<file path="src/hw/embus_pkg.sv">
/*
  Package for the external memory bus interface: configuration decode,
  bus request carrier, cycle timing constants.
  Assumes one core clock domain and one chip reset.
*/
package embus_pkg;

   // -----------------------------------------------------------------
   // Range configuration modes
   // -----------------------------------------------------------------
   // Range config encoding: 2'h3 = 64K (read strobe pin, no A16/A17),
   // 2'h2 = 128K (A16 on read pin), 2'h1 = 128K (A16 on dedicated pin),
   // 2'h0 = 256K (A16 and A17 driven).
   localparam logic [1:0] RANGE_64K       = 2'h3;
   localparam logic [1:0] RANGE_128K_RDPIN = 2'h2;
   localparam logic [1:0] RANGE_128K      = 2'h1;
   localparam logic [1:0] RANGE_256K      = 2'h0;

   // -----------------------------------------------------------------
   // Timing and reset values
   // -----------------------------------------------------------------
   localparam int unsigned CLK_HZ        = 20_000_000;
   localparam int unsigned ALE_NS        = 50;
   localparam int unsigned ALE_CYC       = (ALE_NS * (CLK_HZ / 1_000_000) + 999) / 1000;
   localparam logic [2:0]  ALE_CYC_W     = 3'(ALE_CYC);
   localparam logic [17:0] ADDR_RST      = 18'h00000;
   localparam logic [7:0]  DATA_RST      = 8'h00;
   localparam logic [17:0] ROM_TOP_RST   = 18'h07FFF;

   typedef struct packed {
      logic        is_code;   // Program fetch rather than data access
      logic        is_write;
      logic [17:0] addr;
      logic [7:0]  wdata;
   } embus_req_s;

   typedef enum logic [2:0] {
      EMB_IDLE,
      EMB_ALE,
      EMB_ADDR_HOLD,
      EMB_STROBE,
      EMB_DONE
   } embus_state_e;

endpackage

</file>
<file path="src/hw/embus_ctrl.sv">
/*
  External memory bus controller: multiplexed address/data low byte,
  upper address byte, two extra address bits, latch strobe, read, write
  and program strobes, asynchronous wait, external access strap.
  Assumes a core that issues one request at a time and holds it until done.
*/
// What this block does
// - The top address pin carries address bit 17 only when the range bits select 256K mode.
// - The second-top address pin carries address bit 16 in the 256K mode and in the 128K mode with a dedicated pin.
// - Address bits 15 to 8 sit on the upper address byte during external cycles.
// - Low address and data share one bidirectional byte, address first, then data.
// - The latch strobe pulses at the start of each cycle with valid low and high address.
// - A low wait input stretches the strobe phase until it returns high.
// - With the strap low every code fetch goes off-chip.
// - With the strap high code fetches inside the on-chip range stay on-chip.
// - The strap is caught once after reset release and held until the next reset.
// - The program strobe covers the address range chosen by the range bits.
// - The read strobe pin is either the data read strobe or address bit 16.
module embus_ctrl #(
   parameter logic [17:0] ROM_TOP = embus_pkg::ROM_TOP_RST
) (
   input  wire logic                  sys_clk,
   input  wire logic                  rst_n,
   input  wire logic [1:0]            range_cfg,
   input  wire logic                  req_valid,
   input  wire embus_pkg::embus_req_s req,
   output logic                       req_done,
   output logic                       req_onchip,
   output logic [7:0]                 rdata,
   output logic [7:0]                 muxed_addr_data_low_o,
   output logic                       muxed_addr_data_low_oe,
   input  wire logic [7:0]            muxed_addr_data_low_i,
   output logic [7:0]                 upper_address_byte,
   output logic                       top_address_bit,
   output logic                       second_top_address_bit,
   output logic                       rd_or_a16_pin,
   output logic                       write_strobe_n,
   output logic                       program_store_strobe_n,
   output logic                       addr_latch_strobe,
   input  wire logic                  async_wait_n,
   input  wire logic                  external_access_select_n
);

   // Code range must fit the 18-bit external space
   if (ROM_TOP > 18'h3FFFF) begin : g_rom_top_bad
      $error("ROM_TOP out of range");
   end

   // ----------------------------------------------------------------
   // Pin synchronisers and strap capture
   // ----------------------------------------------------------------
   logic [1:0] wait_sync;
   logic [1:0] strap_sync;
   logic       wait_low;
   logic       strap_hi;
   logic       strap_taken;
   logic [1:0] strap_fill;
   logic [1:0] next_wait_sync;
   logic [1:0] next_strap_sync;
   logic       next_strap_hi;
   logic       next_strap_taken;
   logic [1:0] next_strap_fill;

   always_comb begin
      next_wait_sync   = {wait_sync[0], async_wait_n};
      next_strap_sync  = {strap_sync[0], external_access_select_n};
      next_strap_fill  = {strap_fill[0], 1'b1};
      next_strap_hi    = strap_hi;
      next_strap_taken = strap_taken;
      // Capture strap once
      // Waits until the synchroniser holds the pin, not its reset value
      if (!strap_taken && strap_fill[1]) begin
         next_strap_hi    = strap_sync[1];
         next_strap_taken = 1'b1;
      end
   end

   always_ff @(posedge sys_clk or negedge rst_n) begin
      if (!rst_n) begin
         wait_sync   <= 2'h3;
         strap_sync  <= 2'h0;
         strap_hi    <= 1'b0;
         strap_taken <= 1'b0;
         strap_fill  <= 2'h0;
      end else begin
         wait_sync   <= next_wait_sync;
         strap_sync  <= next_strap_sync;
         strap_hi    <= next_strap_hi;
         strap_taken <= next_strap_taken;
         strap_fill  <= next_strap_fill;
      end
   end

   assign wait_low = ~wait_sync[1];

   // ----------------------------------------------------------------
   // Range decode
   // ----------------------------------------------------------------
   // Static range decode
   logic a17_on;
   logic a16_dedicated;
   logic a16_on_rdpin;
   assign a17_on        = (range_cfg == embus_pkg::RANGE_256K);
   assign a16_dedicated = (range_cfg == embus_pkg::RANGE_256K) ||
                          (range_cfg == embus_pkg::RANGE_128K);
   assign a16_on_rdpin  = (range_cfg == embus_pkg::RANGE_128K_RDPIN);

   logic onchip_hit;
   assign onchip_hit = req.is_code && strap_hi && (req.addr <= ROM_TOP);

   // ----------------------------------------------------------------
   // Bus cycle sequencer
   // ----------------------------------------------------------------
   embus_pkg::embus_state_e state;
   embus_pkg::embus_state_e next_state;
   embus_pkg::embus_req_s   cur;
   embus_pkg::embus_req_s   next_cur;
   logic [2:0]              cnt;
   logic [2:0]              next_cnt;
   logic [7:0]              next_rdata;
   logic                    next_done;
   logic                    next_onchip;

   always_comb begin
      next_state  = state;
      next_cur    = cur;
      next_cnt    = cnt;
      next_rdata  = rdata;
      next_done   = 1'b0;
      next_onchip = 1'b0;
      unique case (state)
         embus_pkg::EMB_IDLE: begin
            if (req_valid && strap_taken) begin
               if (onchip_hit) begin
                  next_done   = 1'b1;
                  next_onchip = 1'b1;
                  next_state  = embus_pkg::EMB_DONE;
               end else begin
                  next_cur   = req;
                  next_cnt   = embus_pkg::ALE_CYC_W;
                  next_state = embus_pkg::EMB_ALE;
               end
            end
         end
         embus_pkg::EMB_ALE: begin
            next_cnt = cnt - 3'h1;
            if (cnt == 3'h1) begin
               next_state = embus_pkg::EMB_ADDR_HOLD;
            end
         end
         embus_pkg::EMB_ADDR_HOLD: begin
            next_state = embus_pkg::EMB_STROBE;
         end
         embus_pkg::EMB_STROBE: begin
            if (!wait_low) begin
               next_rdata = muxed_addr_data_low_i;
               next_done  = 1'b1;
               next_state = embus_pkg::EMB_DONE;
            end
         end
         embus_pkg::EMB_DONE: begin
            next_state = embus_pkg::EMB_IDLE;
         end
      endcase
   end

   always_ff @(posedge sys_clk or negedge rst_n) begin
      if (!rst_n) begin
         state      <= embus_pkg::EMB_IDLE;
         cur        <= '0;
         cnt        <= 3'h0;
         rdata      <= embus_pkg::DATA_RST;
         req_done   <= 1'b0;
         req_onchip <= 1'b0;
      end else begin
         state      <= next_state;
         cur        <= next_cur;
         cnt        <= next_cnt;
         rdata      <= next_rdata;
         req_done   <= next_done;
         req_onchip <= next_onchip;
      end
   end

   // ----------------------------------------------------------------
   // Pin drivers, registered so every pin comes from a flip-flop
   // ----------------------------------------------------------------
   logic       ext_busy;
   logic       strobe_ph;
   logic [7:0] next_ad_o;
   logic       next_ad_oe;
   logic       next_ale;
   logic       next_program_store_strobe_n_n;
   logic       next_rdpin;
   logic       next_wr_n;
   logic [7:0] next_upper;
   logic       next_a17;
   logic       next_a16;

   assign ext_busy  = (next_state == embus_pkg::EMB_ALE) ||
                      (next_state == embus_pkg::EMB_ADDR_HOLD) ||
                      (next_state == embus_pkg::EMB_STROBE);
   assign strobe_ph = (next_state == embus_pkg::EMB_STROBE);

   always_comb begin
      next_ad_o  = strobe_ph ? next_cur.wdata : next_cur.addr[7:0];
      next_ad_oe = ext_busy && (!strobe_ph || next_cur.is_write);
      next_ale    = (next_state == embus_pkg::EMB_ALE);
      next_upper  = ext_busy ? next_cur.addr[15:8] : upper_address_byte;
      // Bit 17 in 256K mode only
      next_a17    = ext_busy && a17_on && next_cur.addr[17];
      next_a16    = ext_busy && a16_dedicated && next_cur.addr[16];
      // Program strobe over code range
      // With bit 16 on the read pin, the program strobe reads data as well
      next_program_store_strobe_n_n = !(strobe_ph && !next_cur.is_write && (next_cur.is_code || a16_on_rdpin));
      if (a16_on_rdpin) begin
         next_rdpin = ext_busy ? next_cur.addr[16] : 1'b1;
      end else begin
         next_rdpin = !(strobe_ph && !next_cur.is_code && !next_cur.is_write);
      end
      next_wr_n = !(strobe_ph && next_cur.is_write);
   end

   always_ff @(posedge sys_clk or negedge rst_n) begin
      if (!rst_n) begin
         muxed_addr_data_low_o  <= embus_pkg::DATA_RST;
         muxed_addr_data_low_oe <= 1'b0;
         addr_latch_strobe      <= 1'b0;
         upper_address_byte     <= 8'h00;
         top_address_bit        <= 1'b0;
         second_top_address_bit <= 1'b0;
         program_store_strobe_n <= 1'b1;
         rd_or_a16_pin          <= 1'b1;
         write_strobe_n         <= 1'b1;
      end else begin
         muxed_addr_data_low_o  <= next_ad_o;
         muxed_addr_data_low_oe <= next_ad_oe;
         addr_latch_strobe      <= next_ale;
         upper_address_byte     <= next_upper;
         top_address_bit        <= next_a17;
         second_top_address_bit <= next_a16;
         program_store_strobe_n <= next_program_store_strobe_n_n;
         rd_or_a16_pin          <= next_rdpin;
         write_strobe_n         <= next_wr_n;
      end
   end

   // ----------------------------------------------------------------
   // Assertions
   // ----------------------------------------------------------------
   property p_ale_addr;
      @(posedge sys_clk) disable iff (!rst_n)
      addr_latch_strobe |-> muxed_addr_data_low_oe && (muxed_addr_data_low_o == cur.addr[7:0]);
   endproperty
   a_ale_addr: assert property (p_ale_addr) else $error("latch strobe without address");

   property p_ale_then_strobe;
      @(posedge sys_clk) disable iff (!rst_n)
      $fell(addr_latch_strobe) |-> ##1 (!program_store_strobe_n || !write_strobe_n ||
                                       !rd_or_a16_pin || a16_on_rdpin);
   endproperty
   a_ale_then_strobe: assert property (p_ale_then_strobe) else $error("no strobe after latch");

   property p_upper;
      @(posedge sys_clk) disable iff (!rst_n)
      addr_latch_strobe |-> upper_address_byte == cur.addr[15:8];
   endproperty
   a_upper: assert property (p_upper) else $error("upper byte wrong");

   property p_a17;
      @(posedge sys_clk) disable iff (!rst_n)
      !a17_on |-> !top_address_bit;
   endproperty
   a_a17: assert property (p_a17) else $error("bit 17 driven outside 256K");

   property p_a16;
      @(posedge sys_clk) disable iff (!rst_n)
      addr_latch_strobe && a16_dedicated |-> second_top_address_bit == cur.addr[16];
   endproperty
   a_a16: assert property (p_a16) else $error("bit 16 wrong");

   property p_wait;
      @(posedge sys_clk) disable iff (!rst_n)
      (state == embus_pkg::EMB_STROBE) && wait_low |=> (state == embus_pkg::EMB_STROBE);
   endproperty
   a_wait: assert property (p_wait) else $error("cycle ended during wait");

   property p_strap_hold;
      @(posedge sys_clk) disable iff (!rst_n)
      $past(strap_taken) |-> $stable(strap_hi);
   endproperty
   a_strap_hold: assert property (p_strap_hold) else $error("strap changed after reset");

   property p_offchip_low;
      @(posedge sys_clk) disable iff (!rst_n)
      !strap_hi |-> !req_onchip;
   endproperty
   a_offchip_low: assert property (p_offchip_low) else $error("on-chip fetch with strap low");

   property p_onchip;
      @(posedge sys_clk) disable iff (!rst_n)
      (state == embus_pkg::EMB_IDLE) && req_valid && strap_taken && onchip_hit
         |=> req_onchip && req_done && !addr_latch_strobe;
   endproperty
   a_onchip: assert property (p_onchip) else $error("on-chip fetch went out");

   property p_program_store_strobe_n;
      @(posedge sys_clk) disable iff (!rst_n)
      !program_store_strobe_n |-> !cur.is_write && (cur.is_code || a16_on_rdpin);
   endproperty
   a_program_store_strobe_n: assert property (p_program_store_strobe_n) else $error("program strobe on data");

   c_ext_read:  cover property (@(posedge sys_clk) disable iff (!rst_n)
                   !rd_or_a16_pin && !a16_on_rdpin ##1 req_done);
   c_ext_fetch: cover property (@(posedge sys_clk) disable iff (!rst_n)
                   !program_store_strobe_n ##1 req_done);
   c_waited:    cover property (@(posedge sys_clk) disable iff (!rst_n)
                   (state == embus_pkg::EMB_STROBE) [*3] ##1 req_done);
   c_onchip:    cover property (@(posedge sys_clk) disable iff (!rst_n) req_onchip);

endmodule

</file>
<file path="config.mk">
export PLATFORM = sky130hd
export DESIGN_NAME = embus_ctrl
export DESIGN_NICKNAME = d
export VERILOG_FILES = /design/src/hw/embus_pkg.sv /design/src/hw/embus_ctrl.sv
export SDC_FILE = /design/constraint.sdc
export NUM_CORES = 1
export LEC_CHECK = 0
export BUFFER_PORTS_ARGS = -buffer_cell sky130_fd_sc_hd__buf_4
export CELL_PAD_IN_SITES_DETAIL_PLACEMENT = 0
export CELL_PAD_IN_SITES_GLOBAL_PLACEMENT = 1
export CORE_ASPECT_RATIO = 1.25
export CORE_UTILIZATION = 44
export CTS_BUF_LIST = sky130_fd_sc_hd__clkbuf_4
export CTS_CLUSTER_DIAMETER = 80
export DETAILED_ROUTE_END_ITERATION = 6
export PLACE_DENSITY = 0.83
export SKIP_CTS_REPAIR_TIMING = 1
export SKIP_LAST_GASP = 1
export SLEW_MARGIN = 20
export SYNTH_ARGS = -nofsm -noshare
export SYNTH_HDL_FRONTEND = slang
export SYNTH_SLANG_ARGS = --single-unit
</file>
<file path="constraint.sdc">
create_clock -name sys_clk -period 5.9 [get_ports sys_clk]
set_input_delay 0.59 -clock sys_clk [delete_from_list [all_inputs] [get_ports sys_clk]]
set_output_delay 0.59 -clock sys_clk [all_outputs]
set_load 0.01 [all_outputs]
</file>
Word level (Yosys, flattened, before mapping)
Cells that the tools add are included.

word-level totals
  register bits after elaboration = 75
  bits of input ports = 43

operators by class
  add/sub/neg operators = 1
  order comparisons = 1
  eq/ne operators = 12
  mux-type cells = 19
  reductions and logical operators = 31

operators by type and width
  cell                                                                      count
  28-bit 2-to-1 mux                                                         3
  18-bit by 15-bit <= comparator with 1-bit output (second input constant)  1
  3-bit 2-to-1 mux                                                          6
  3-bit one-hot mux with 5 select lines                                     1
  1-bit logical AND                                                         14
  3-bit by 2-bit equality test with 1-bit output (second input constant)    4
  3-bit by 1-bit equality test with 1-bit output (second input constant)    3
  8-bit 2-to-1 mux                                                          1
  1-bit zero test                                                           7
  1-bit 2-to-1 mux                                                          6
  3-bit one-hot mux with 2 select lines                                     1
  1-bit logical OR                                                          5
  2-bit inequality test (second input constant)                             2
  3-bit equality test (second input constant)                               1
  3-bit zero test                                                           1
  3-bit AND reduction                                                       1
  3-bit by 1-bit subtractor with 3-bit output (second input constant)       1
  2-bit by 1-bit equality test with 1-bit output (second input constant)    1
  2-bit equality test (second input constant)                               1
  2-bit zero test                                                           1
  1-bit one-hot mux with 2 select lines                                     1
  2-bit AND reduction                                                       1
  2-bit nonzero test                                                        1

Depth between registers and ports, before layout
Gate-level depths: netlist of run 1.

  depth in word-level cells = 10
  mapped depth = 8

Least setup slack after synthesis of run 1
No wires, ideal clock.

  path type = input to register
  from = input port req[23] (netlist bit)
  to = register upper_address_byte[1]
  arrival time = 2.025 ns
  path slack = 3.750 ns
  stages on the path = 6
  path through = nor4b_4 > nand2_1 > o221a_4 > a21o_1 > buf_6 > mux2_4

between the ends
  longest elaborated chain between the ends = 8
  elaborated cells between the ends (all ways) = 13

RTL lines
  element                                                                                                                  RTL line                              RTL
  start, declared                                                                                                          embus_ctrl.sv:26                      input wire embus_pkg::embus_req_s req,
  18-bit by 15-bit <= comparator with 1-bit output (*)                                                                     embus_ctrl.sv:109                     assign onchip_hit = req.is_code && strap_hi && (req.addr <= ROM_TOP);
  1-bit logical AND (*)                                                                                                    embus_ctrl.sv:109
  3-bit 2-to-1 mux                                                                                                         embus_ctrl.sv:134                     if (onchip_hit) begin
  3-bit 2-to-1 mux                                                                                                         embus_ctrl.sv:133                     if (req_valid && strap_taken) begin
  3-bit one-hot mux with 5 select lines                                                                                    embus_ctrl.sv:131                     unique case (state)
  3-bit by 1-bit equality test with 1-bit output / 3-bit by 2-bit equality test with 1-bit output (equally long branches)  embus_ctrl.sv:200, embus_ctrl.sv:201
  1-bit logical OR                                                                                                         embus_ctrl.sv:200                     assign ext_busy = (next_state == embus_pkg::EMB_ALE) ||
  1-bit logical OR                                                                                                         embus_ctrl.sv:201                     (next_state == embus_pkg::EMB_ADDR_HOLD) ||
  end signal, assigned                                                                                                     embus_ctrl.sv:239                     upper_address_byte <= next_upper;
  end, declared                                                                                                            embus_ctrl.sv:33                      output logic [7:0] upper_address_byte,

Every way passes the cells marked *; elsewhere a longest branch is shown, timed or not.
A chain may end at the register's enable or synchronous reset.

Worst setup path in the final report of run 1
  from = register state[2]
  to = register upper_address_byte[7]

between the ends
  longest elaborated chain between the ends = 5
  elaborated cells between the ends (all ways) = 15

RTL lines
  element                                                                                                                  RTL line                              RTL
  start, declared                                                                                                          embus_ctrl.sv:114                     embus_pkg::embus_state_e state;
  start signal, assigned                                                                                                   embus_ctrl.sv:169                     state <= embus_pkg::EMB_IDLE;
  start signal, assigned                                                                                                   embus_ctrl.sv:176                     state <= next_state;
  3-bit equality test, or another cell as far along                                                                        embus_ctrl.sv:131
  3-bit one-hot mux with 5 select lines                                                                                    embus_ctrl.sv:131
  3-bit by 1-bit equality test with 1-bit output / 3-bit by 2-bit equality test with 1-bit output (equally long branches)  embus_ctrl.sv:200, embus_ctrl.sv:201
  1-bit logical OR                                                                                                         embus_ctrl.sv:200
  1-bit logical OR                                                                                                         embus_ctrl.sv:201

Several ways; a longest one is shown, not always the timed one.

==> results of run 1 <==
==> metrics by stage <==
stage               power (W)  utilization, %  instance area (um2)  hold slack (ns)  setup slack (ns)
floorplan            0.001405               -                 3123           0.2944             3.750
global placement     0.001653           55.89                 3739           0.3324             3.419
detailed placement   0.001672           55.89                 3739           0.3418             3.412
CTS                  0.001979           57.93                 3875           0.2558             3.424
global route         0.002100           58.04                 3882           0.2495             3.222
finish               0.001952           58.04                 3882           0.2857             3.416
==> flip-flops by register name, summed over array words and instances (netlist names), 2 cells and up <==
signal,cells
cnt,3
strap_sync,2
rdata,8
strap_fill,2
muxed_addr_data_low_o,8
wait_sync,2
cur,28
upper_address_byte,8
state,3
==> cell usage in the layout, fill, tap and decap left out, types with 2 or more instances in the layout <==
cell and count:
clkinv_2 2, mux2_2 18, mux2_1 20, dfstp_2 5, nor2b_1 4, nor2_1 6, nand2_1 7, ha_1 2
mux2i_1 25, nand3b_1 2, a21oi_1 2, clkinv_4 2, inv_1 5, clkbuf_4 9, buf_4 76, dfrtp_1 70
o21ai_0 6, mux2_4 6
==> critical path: stages (launching register included) <==
cell and delay (ns):
dfrtp_1 0.62, and2b_1 0.27, nand3_1 0.38, o221a_4 0.29, a21o_1 0.45, mux2_1 0.37
==> final timing paths <==
check	to	from
max	upper_address_byte[7]$_DFFE_PN0N_	state[2]$_DFF_PN0_
max in group asynchronous	cur[13]$_DFF_PN0_	rst_n
max reg2reg	upper_address_byte[7]$_DFFE_PN0N_	state[2]$_DFF_PN0_
min in group sys_clk	wait_sync[0]$_DFF_PN1_	async_wait_n
min	muxed_addr_data_low_o[7]$_DFF_PN0_	rst_n
min reg2reg	wait_sync[1]$_DFF_PN1_	wait_sync[0]$_DFF_PN1_
==> cell families (layout without fill, tap and decap cells) <==
group                      count (synthesis)  after routing  synth area share, %
adders and majority gates                  2              2               0.8012
other                                      1              2               0.1201
buffers and inverters                     13             97                2.644
DFF                                       75             75                60.30
xor gates and xnor gates                   1              1               0.2805
AOI/OAI and AO/OA                         17             17                4.488
and+or+nand+nor                           31             31                6.771
muxes                                     69             69                24.60
==> routing by layer <==
| layer | up-vias | routed length (um) |
|---|---|---|
| met4 | 0 | 132 |
| met2 | 44 | 2856 |
| met5 | - | 0 |
| met3 | 9 | 183 |
| met1 | 939 | 2324 |
| li1 | 900 | - |
==> layout make-up <==
cell class,count,share of cell area [%]
Antenna cell,1,0.06445
Clock buffer,9,1.740
Clock inverter,7,1.772
Inverter,5,0.4834
Multi-Input combinational cell,121,29.94
Sequential cell,75,48.50
Tap cell,87,2.804
Timing Repair Buffer,76,14.70
==> report_power, final <==
group | switching (W) | internal (W)
registers | 0.000109 | 0.000744
logic | 0.000344 | 0.000452
clock network | 0.000176 | 0.000128
==> impl_metrics.csv, run 1 <==
group,metric,value,unit
placed_design,routabilityCongestion,0.7512,
route,vias_per_cell,4.966,
sta,hold_viol,0,
route,routed_wl,5.497,mm
logic_synthesis,synth_area,3123,um2
global_route,grt.overflow.total,0,
placed_design,place_inst,364,
sta,fmaxAchievable,402.5,MHz
route,num_vias,1892,
route,drtIter0Drc,83,
final_layout,seq_area,1883,um2
logic_synthesis,yosysTopAreaCell,"dfrtp_1",
logic_synthesis,synthCells,209,
logic_synthesis,ys_ff_latch,75,
floorplanning,rows,33,
global_route,met2_usage,27.21,%
floorplanning,die_area,7441,um2
placed_design,port_buffers,75,
logic_synthesis,synth_common_cells,"dfrtp_1 (70), mux2i_1 (25), mux2_1 (20)",
global_route,global_route.usage.total,16.20,%
logic_synthesis,synthFlopType,"dfrtp_1",
global_route,grt_pass1_vias,1973,
power,ir_drop,0.0002663,V
sta,skew,0.01227,ns
setup_path,crit_type,"reg2reg",
logic_synthesis,syn_avg_cell_area,14.94,um2
logic_synthesis,ys_seq_area_share,60.30,%
clock_tree,cts_buffers,9,
floorplanning,ios,76,
global_route,met1_usage,19.26,%
power,p_per_area,502.8,nW/um2
route,avgRoutedWirePerCell,14.43,um
setup_path,ff2ff_path_depth,5,
final_layout,drive_above_1_share,44.37,%
hold_path,hp-class,"in2async",
sta,setup_violations,0,
status,status,"complete, no violations",
logic_synthesis,synth-async-reset-ratio,100.0,%
logic_synthesis,yosysMostFrequentCell,"dfrtp_1",
sta,post-route-min-period,2.484,ns
sta,tightest_slew,0.9072,ns
floorplanning,core_area,6689,um2
global_route,busiest_layer,"met2",
setup_path,end_kind,"register",
logic_synthesis,synthDistinctLibCells,40,
sta,slew_violations,0,
route,drt-pass1-iter-count,4,
global_route,grt_max_degree,76,
logic_synthesis,yosys-top-cells-area,"dfrtp_1 (56%), mux2i_1 (8.0%), mux2_1 (7.2%)",
clock_tree,clk_pin_slew,0.12,ns
logic_synthesis,yosysTopAreaCellShare,56.09,%
clock_tree,cts_sinks,75,
global_route,antenna_found_initial,1,
logic_synthesis,synth_warnings,0,
sta,rsz0062_at_grt,"no",
global_route,grt_pass1_wl,9.080,mm
sta,relSlewSlack,39.52,%
clock_tree,cts_tree,"done",
setup_path,path_max_fanout,12,
placed_design,hpwl,3.824,mm
route,ant_nets,0,
clock_tree,cts.root.buffer_cell,"clkbuf_4",
clock_tree,clock_latency,0.40,ns
logic_synthesis,synth_edf_count,0,
power,p_leak,1.767,nW
final_layout,nFillCells,579,
sta,period_share,42.11,%
clock_tree,htree_levels,3,
final_layout,multi_input_area,1162,um2
clock_tree,clock_path_buffers,2,
floorplanning,chipWidth,77.36,um
final_layout,instances_no_fill,381,
setup_path,cp-start-kind,"register",
logic_synthesis,syn_nets,254,
global_route,grt.met3_usage,2.844,%
final_layout,nets,333,
setup_path,reg2reg_slack,3.42,ns
sta,timing.setup.tns,0,ns
final_layout,synthToLayoutAreaGrowth,24.32,%
flow_run,max_cap_violations,0,
floorplanning,initial_utilization,46.69,%
route,drc,0,
setup_path,cp_data_arrival_time,2.77,ns
setup_path,required,6.19,ns
floorplanning,die_h,96.19,um
Power figures use the tool's default switching activity.
==> inputs of run 2 (changes only) <==
--- a/config.mk
+++ b/config.mk
@@ -9,11 +9,11 @@
 export CELL_PAD_IN_SITES_DETAIL_PLACEMENT = 0
 export CELL_PAD_IN_SITES_GLOBAL_PLACEMENT = 1
 export CORE_ASPECT_RATIO = 1.25
-export CORE_UTILIZATION = 44
+export CORE_UTILIZATION = 40
 export CTS_BUF_LIST = sky130_fd_sc_hd__clkbuf_4
 export CTS_CLUSTER_DIAMETER = 80
 export DETAILED_ROUTE_END_ITERATION = 6
-export PLACE_DENSITY = 0.83
+export PLACE_DENSITY = 0.79
 export SKIP_CTS_REPAIR_TIMING = 1
 export SKIP_LAST_GASP = 1
 export SLEW_MARGIN = 20
==> constraint.sdc (replaced) <==
create_clock -name sys_clk -period 2.1 [get_ports sys_clk]
set_input_delay 0.21 -clock sys_clk [delete_from_list [all_inputs] [get_ports sys_clk]]
set_output_delay 0.21 -clock sys_clk [all_outputs]
set_load 0.01 [all_outputs]
==> run 2 against run 1 <==
Compared with the run above: fmax increased by 28%; global-route usage decreased by 0.76 points; largest cell class unchanged; register-to-register slack lost 3.3 ns; critical path type unchanged; wire length increased by 6.5%; utilization is 1.4 points lower; cell area up 8.5%; first-iteration DRC count decreased by 33%; critical path depth grew 2; critical endpoint unchanged; highest routed layer unchanged; sequential power grew to 2.8 times the previous value; clock power grew to 2.9 times the previous value; combinational power rose to 3.1 times the previous value; clock-buffer cell count grew 1.
==> impl_metrics.csv, run 2 (synthesis gave the netlist of run 1 again) <==
group,metric,value,unit
status,status,"complete, no violations",
clock_tree,clock_path_buffers,2,
placed_design,port_buffers,75,
final_layout,largest_register_ff_count,28,
route,ant_nets,0,
hold_path,hp-class,"in2reg",
floorplanning,initial_utilization,41.95,%
clock_tree,cts_buffers,9,
clock_tree,cts_tree,"done",
clock_tree,clk_pin_slew,0.11,ns
sta,rsz0062_at_grt,"no",
setup_path,worstPathBufferInverterCount,2,
global_route,grt_pass1_wl,9.280,mm
floorplanning,die_h,100.8,um
global_route,grt_pass1_vias,1934,
sta,setup_violations,0,
final_layout,final_common_cell,"buf_4",
setup_path,crit_type,"reg2reg",
sta,fin_ws,0.1640,ns
power,p_per_area,1357,nW/um2
setup_path,required,2.40,ns
placed_design,post-place-ws,0.1241,ns
floorplanning,ios,76,
clock_tree,cts.root.buffer_cell,"clkbuf_4",
flow_run,max_cap_violations,0,
sta,fmaxAchievable,516.5,MHz
final_layout,drive_above_1_share,43.38,%
setup_path,path_max_fanout,12,
sta,slew_violations,0,
route,drtIter0Drc,56,
placed_design,routabilityCongestion,0.7803,
setup_path,startpoint,"state[0]$_DFF_PN0_",
floorplanning,die_area,8167,um2
global_route,antenna_found_initial,1,
final_layout,regMostFlops,"cur",
power,total_power,0.005718,W
final_layout,nets,365,
route,num_vias,2017,
global_route,grt.overflow.total,0,
clock_tree,cts_sinks,75,
sta,timing.setup.tns,0,ns
setup_path,crit_family,"compound AO/OA/AOI/OAI gates",
sta,skew,0.01418,ns
route,drt-pass1-iter-count,4,
floorplanning,core_area,7445,um2
sta,relSlewSlack,66.17,%
final_layout,synthToLayoutAreaGrowth,34.94,%
setup_path,crit_path_top_delay_cell,"dfrtp_1",
route,routed_wl,5.855,mm
global_route,grt_max_degree,40,
setup_path,crit_chain,"buf_4 -> and2b_1 -> a211oi_1 -> o2bb2ai_2 -> a21o_1 -> buf_12 -> mux2_1",
global_route,global_route.usage.total,15.44,%
sta,post-route-min-period,1.936,ns
sta,tightest_slew,0.5075,ns
final_layout,layout_common_cells,"buf_4 (84), dfrtp_1 (70), mux2i_1 (25), dlygate4sd3_1 (22), mux2_1 (20)",
clock_tree,clock_latency,0.41,ns
setup_path,cp-start-kind,"register",
clock_tree,htree_levels,3,
sta,period_share,92.19,%
power,p_leak,1.913,nW
setup_path,cpPeakStageDelay,0.40,ns
setup_path,end_kind,"register",
route,vias_per_cell,4.825,
floorplanning,chipWidth,81.03,um
route,avgRoutedWirePerCell,14.01,um
placed_design,hpwl,4.157,mm
route,drc,0,
setup_path,reg2reg_from,"state[0]$_DFF_PN0_",
sta,hold_viol,0,
hold_path,hp-start,"req[15]",
floorplanning,rows,35,
power,ir_drop,0.0006076,V
setup_path,cp_data_arrival_time,2.24,ns
[run 2: changes by cell type in the layout (fill, tap and decap cells not counted), moves of 2 or more]
cell	delta
dlygate4sd3_1	+22
buf_4	+8
buf_12	+2
clkinv_2	-2
clkinv_4	-2
clkinvlp_4	+2
[run 2: cell type report]
| cell class | instances | area, um2 |
|---|---|---|
| fillers | 642 | 3231 |
| flip-flops and latches | 75 | 1883 |
| multi-input cells | 121 | 1164 |
| repair buffers | 108 | 890.9 |
| well taps | 92 | 115.1 |
| clock buffers | 10 | 75.07 |
| clock inverters | 6 | 65.06 |
| inverters | 5 | 18.77 |
| diodes | 1 | 2.502 |
[run 2: through the flow]
step / hold slack (ns) / cells / cell area (um2) / utilization, %
global route: 0.0002797 / 418 / 4214 / 56.61
finish: 0.02759 / 418 / 4214 / 56.61
floorplan: -0.08559 / 209 / 3123 / -
CTS: -0.2665 / 395 / 3985 / 53.53
global placement: 0.2157 / 379 / 3845 / 51.65
detailed placement: 0.2216 / 379 / 3845 / 51.65
[run 2: worst paths after layout]
kind                                                       to  slack (ns)  cells past startpoint
setup / recovery            upper_address_byte[7]$_DFFE_PN0N_        0.16                      7
hold / removal                              cur[15]$_DFF_PN0_        0.03                      2
setup reg to reg            upper_address_byte[7]$_DFFE_PN0N_        0.16                      7
hold reg to reg                       strap_fill[1]$_DFF_PN0_        0.36                      0
max in group asynchronous    program_store_strobe_n$_DFF_PN1_        1.16                      3
min in group asynchronous  muxed_addr_data_low_o[5]$_DFF_PN0_        0.30                      2
[run 2: report_power, final]
| group | internal, W | leakage, nW | switching, W |
|---|---|---|---|
| Clock | 0.000376 | 0.0667 | 0.000496 |
| Combinational | 0.00143 | 0.960 | 0.00105 |
| Sequential | 0.00209 | 0.886 | 0.000268 |
| Total | 0.00390 | 1.91 | 0.00182 |
[run 2: worst register-to-register path: stages, from the launching register on]
cell and delay [ns]:
dfrtp_1 0.40, buf_4 0.16, and2b_1 0.19, a211oi_1 0.27, o2bb2ai_2 0.17, a21o_1 0.18, buf_12 0.15, mux2_1 0.32
[run 2: routing by layer]
layer | up-vias | routed length [um] | track usage [%]
met2 | 39 | 2986 | 23.01
met1 | 1014 | 2528 | 20.05
met4 | 0 | 130 | 7.692
met3 | 8 | 210 | 4.977
met5 | - | 0 | 0
li1 | 956 | - | -
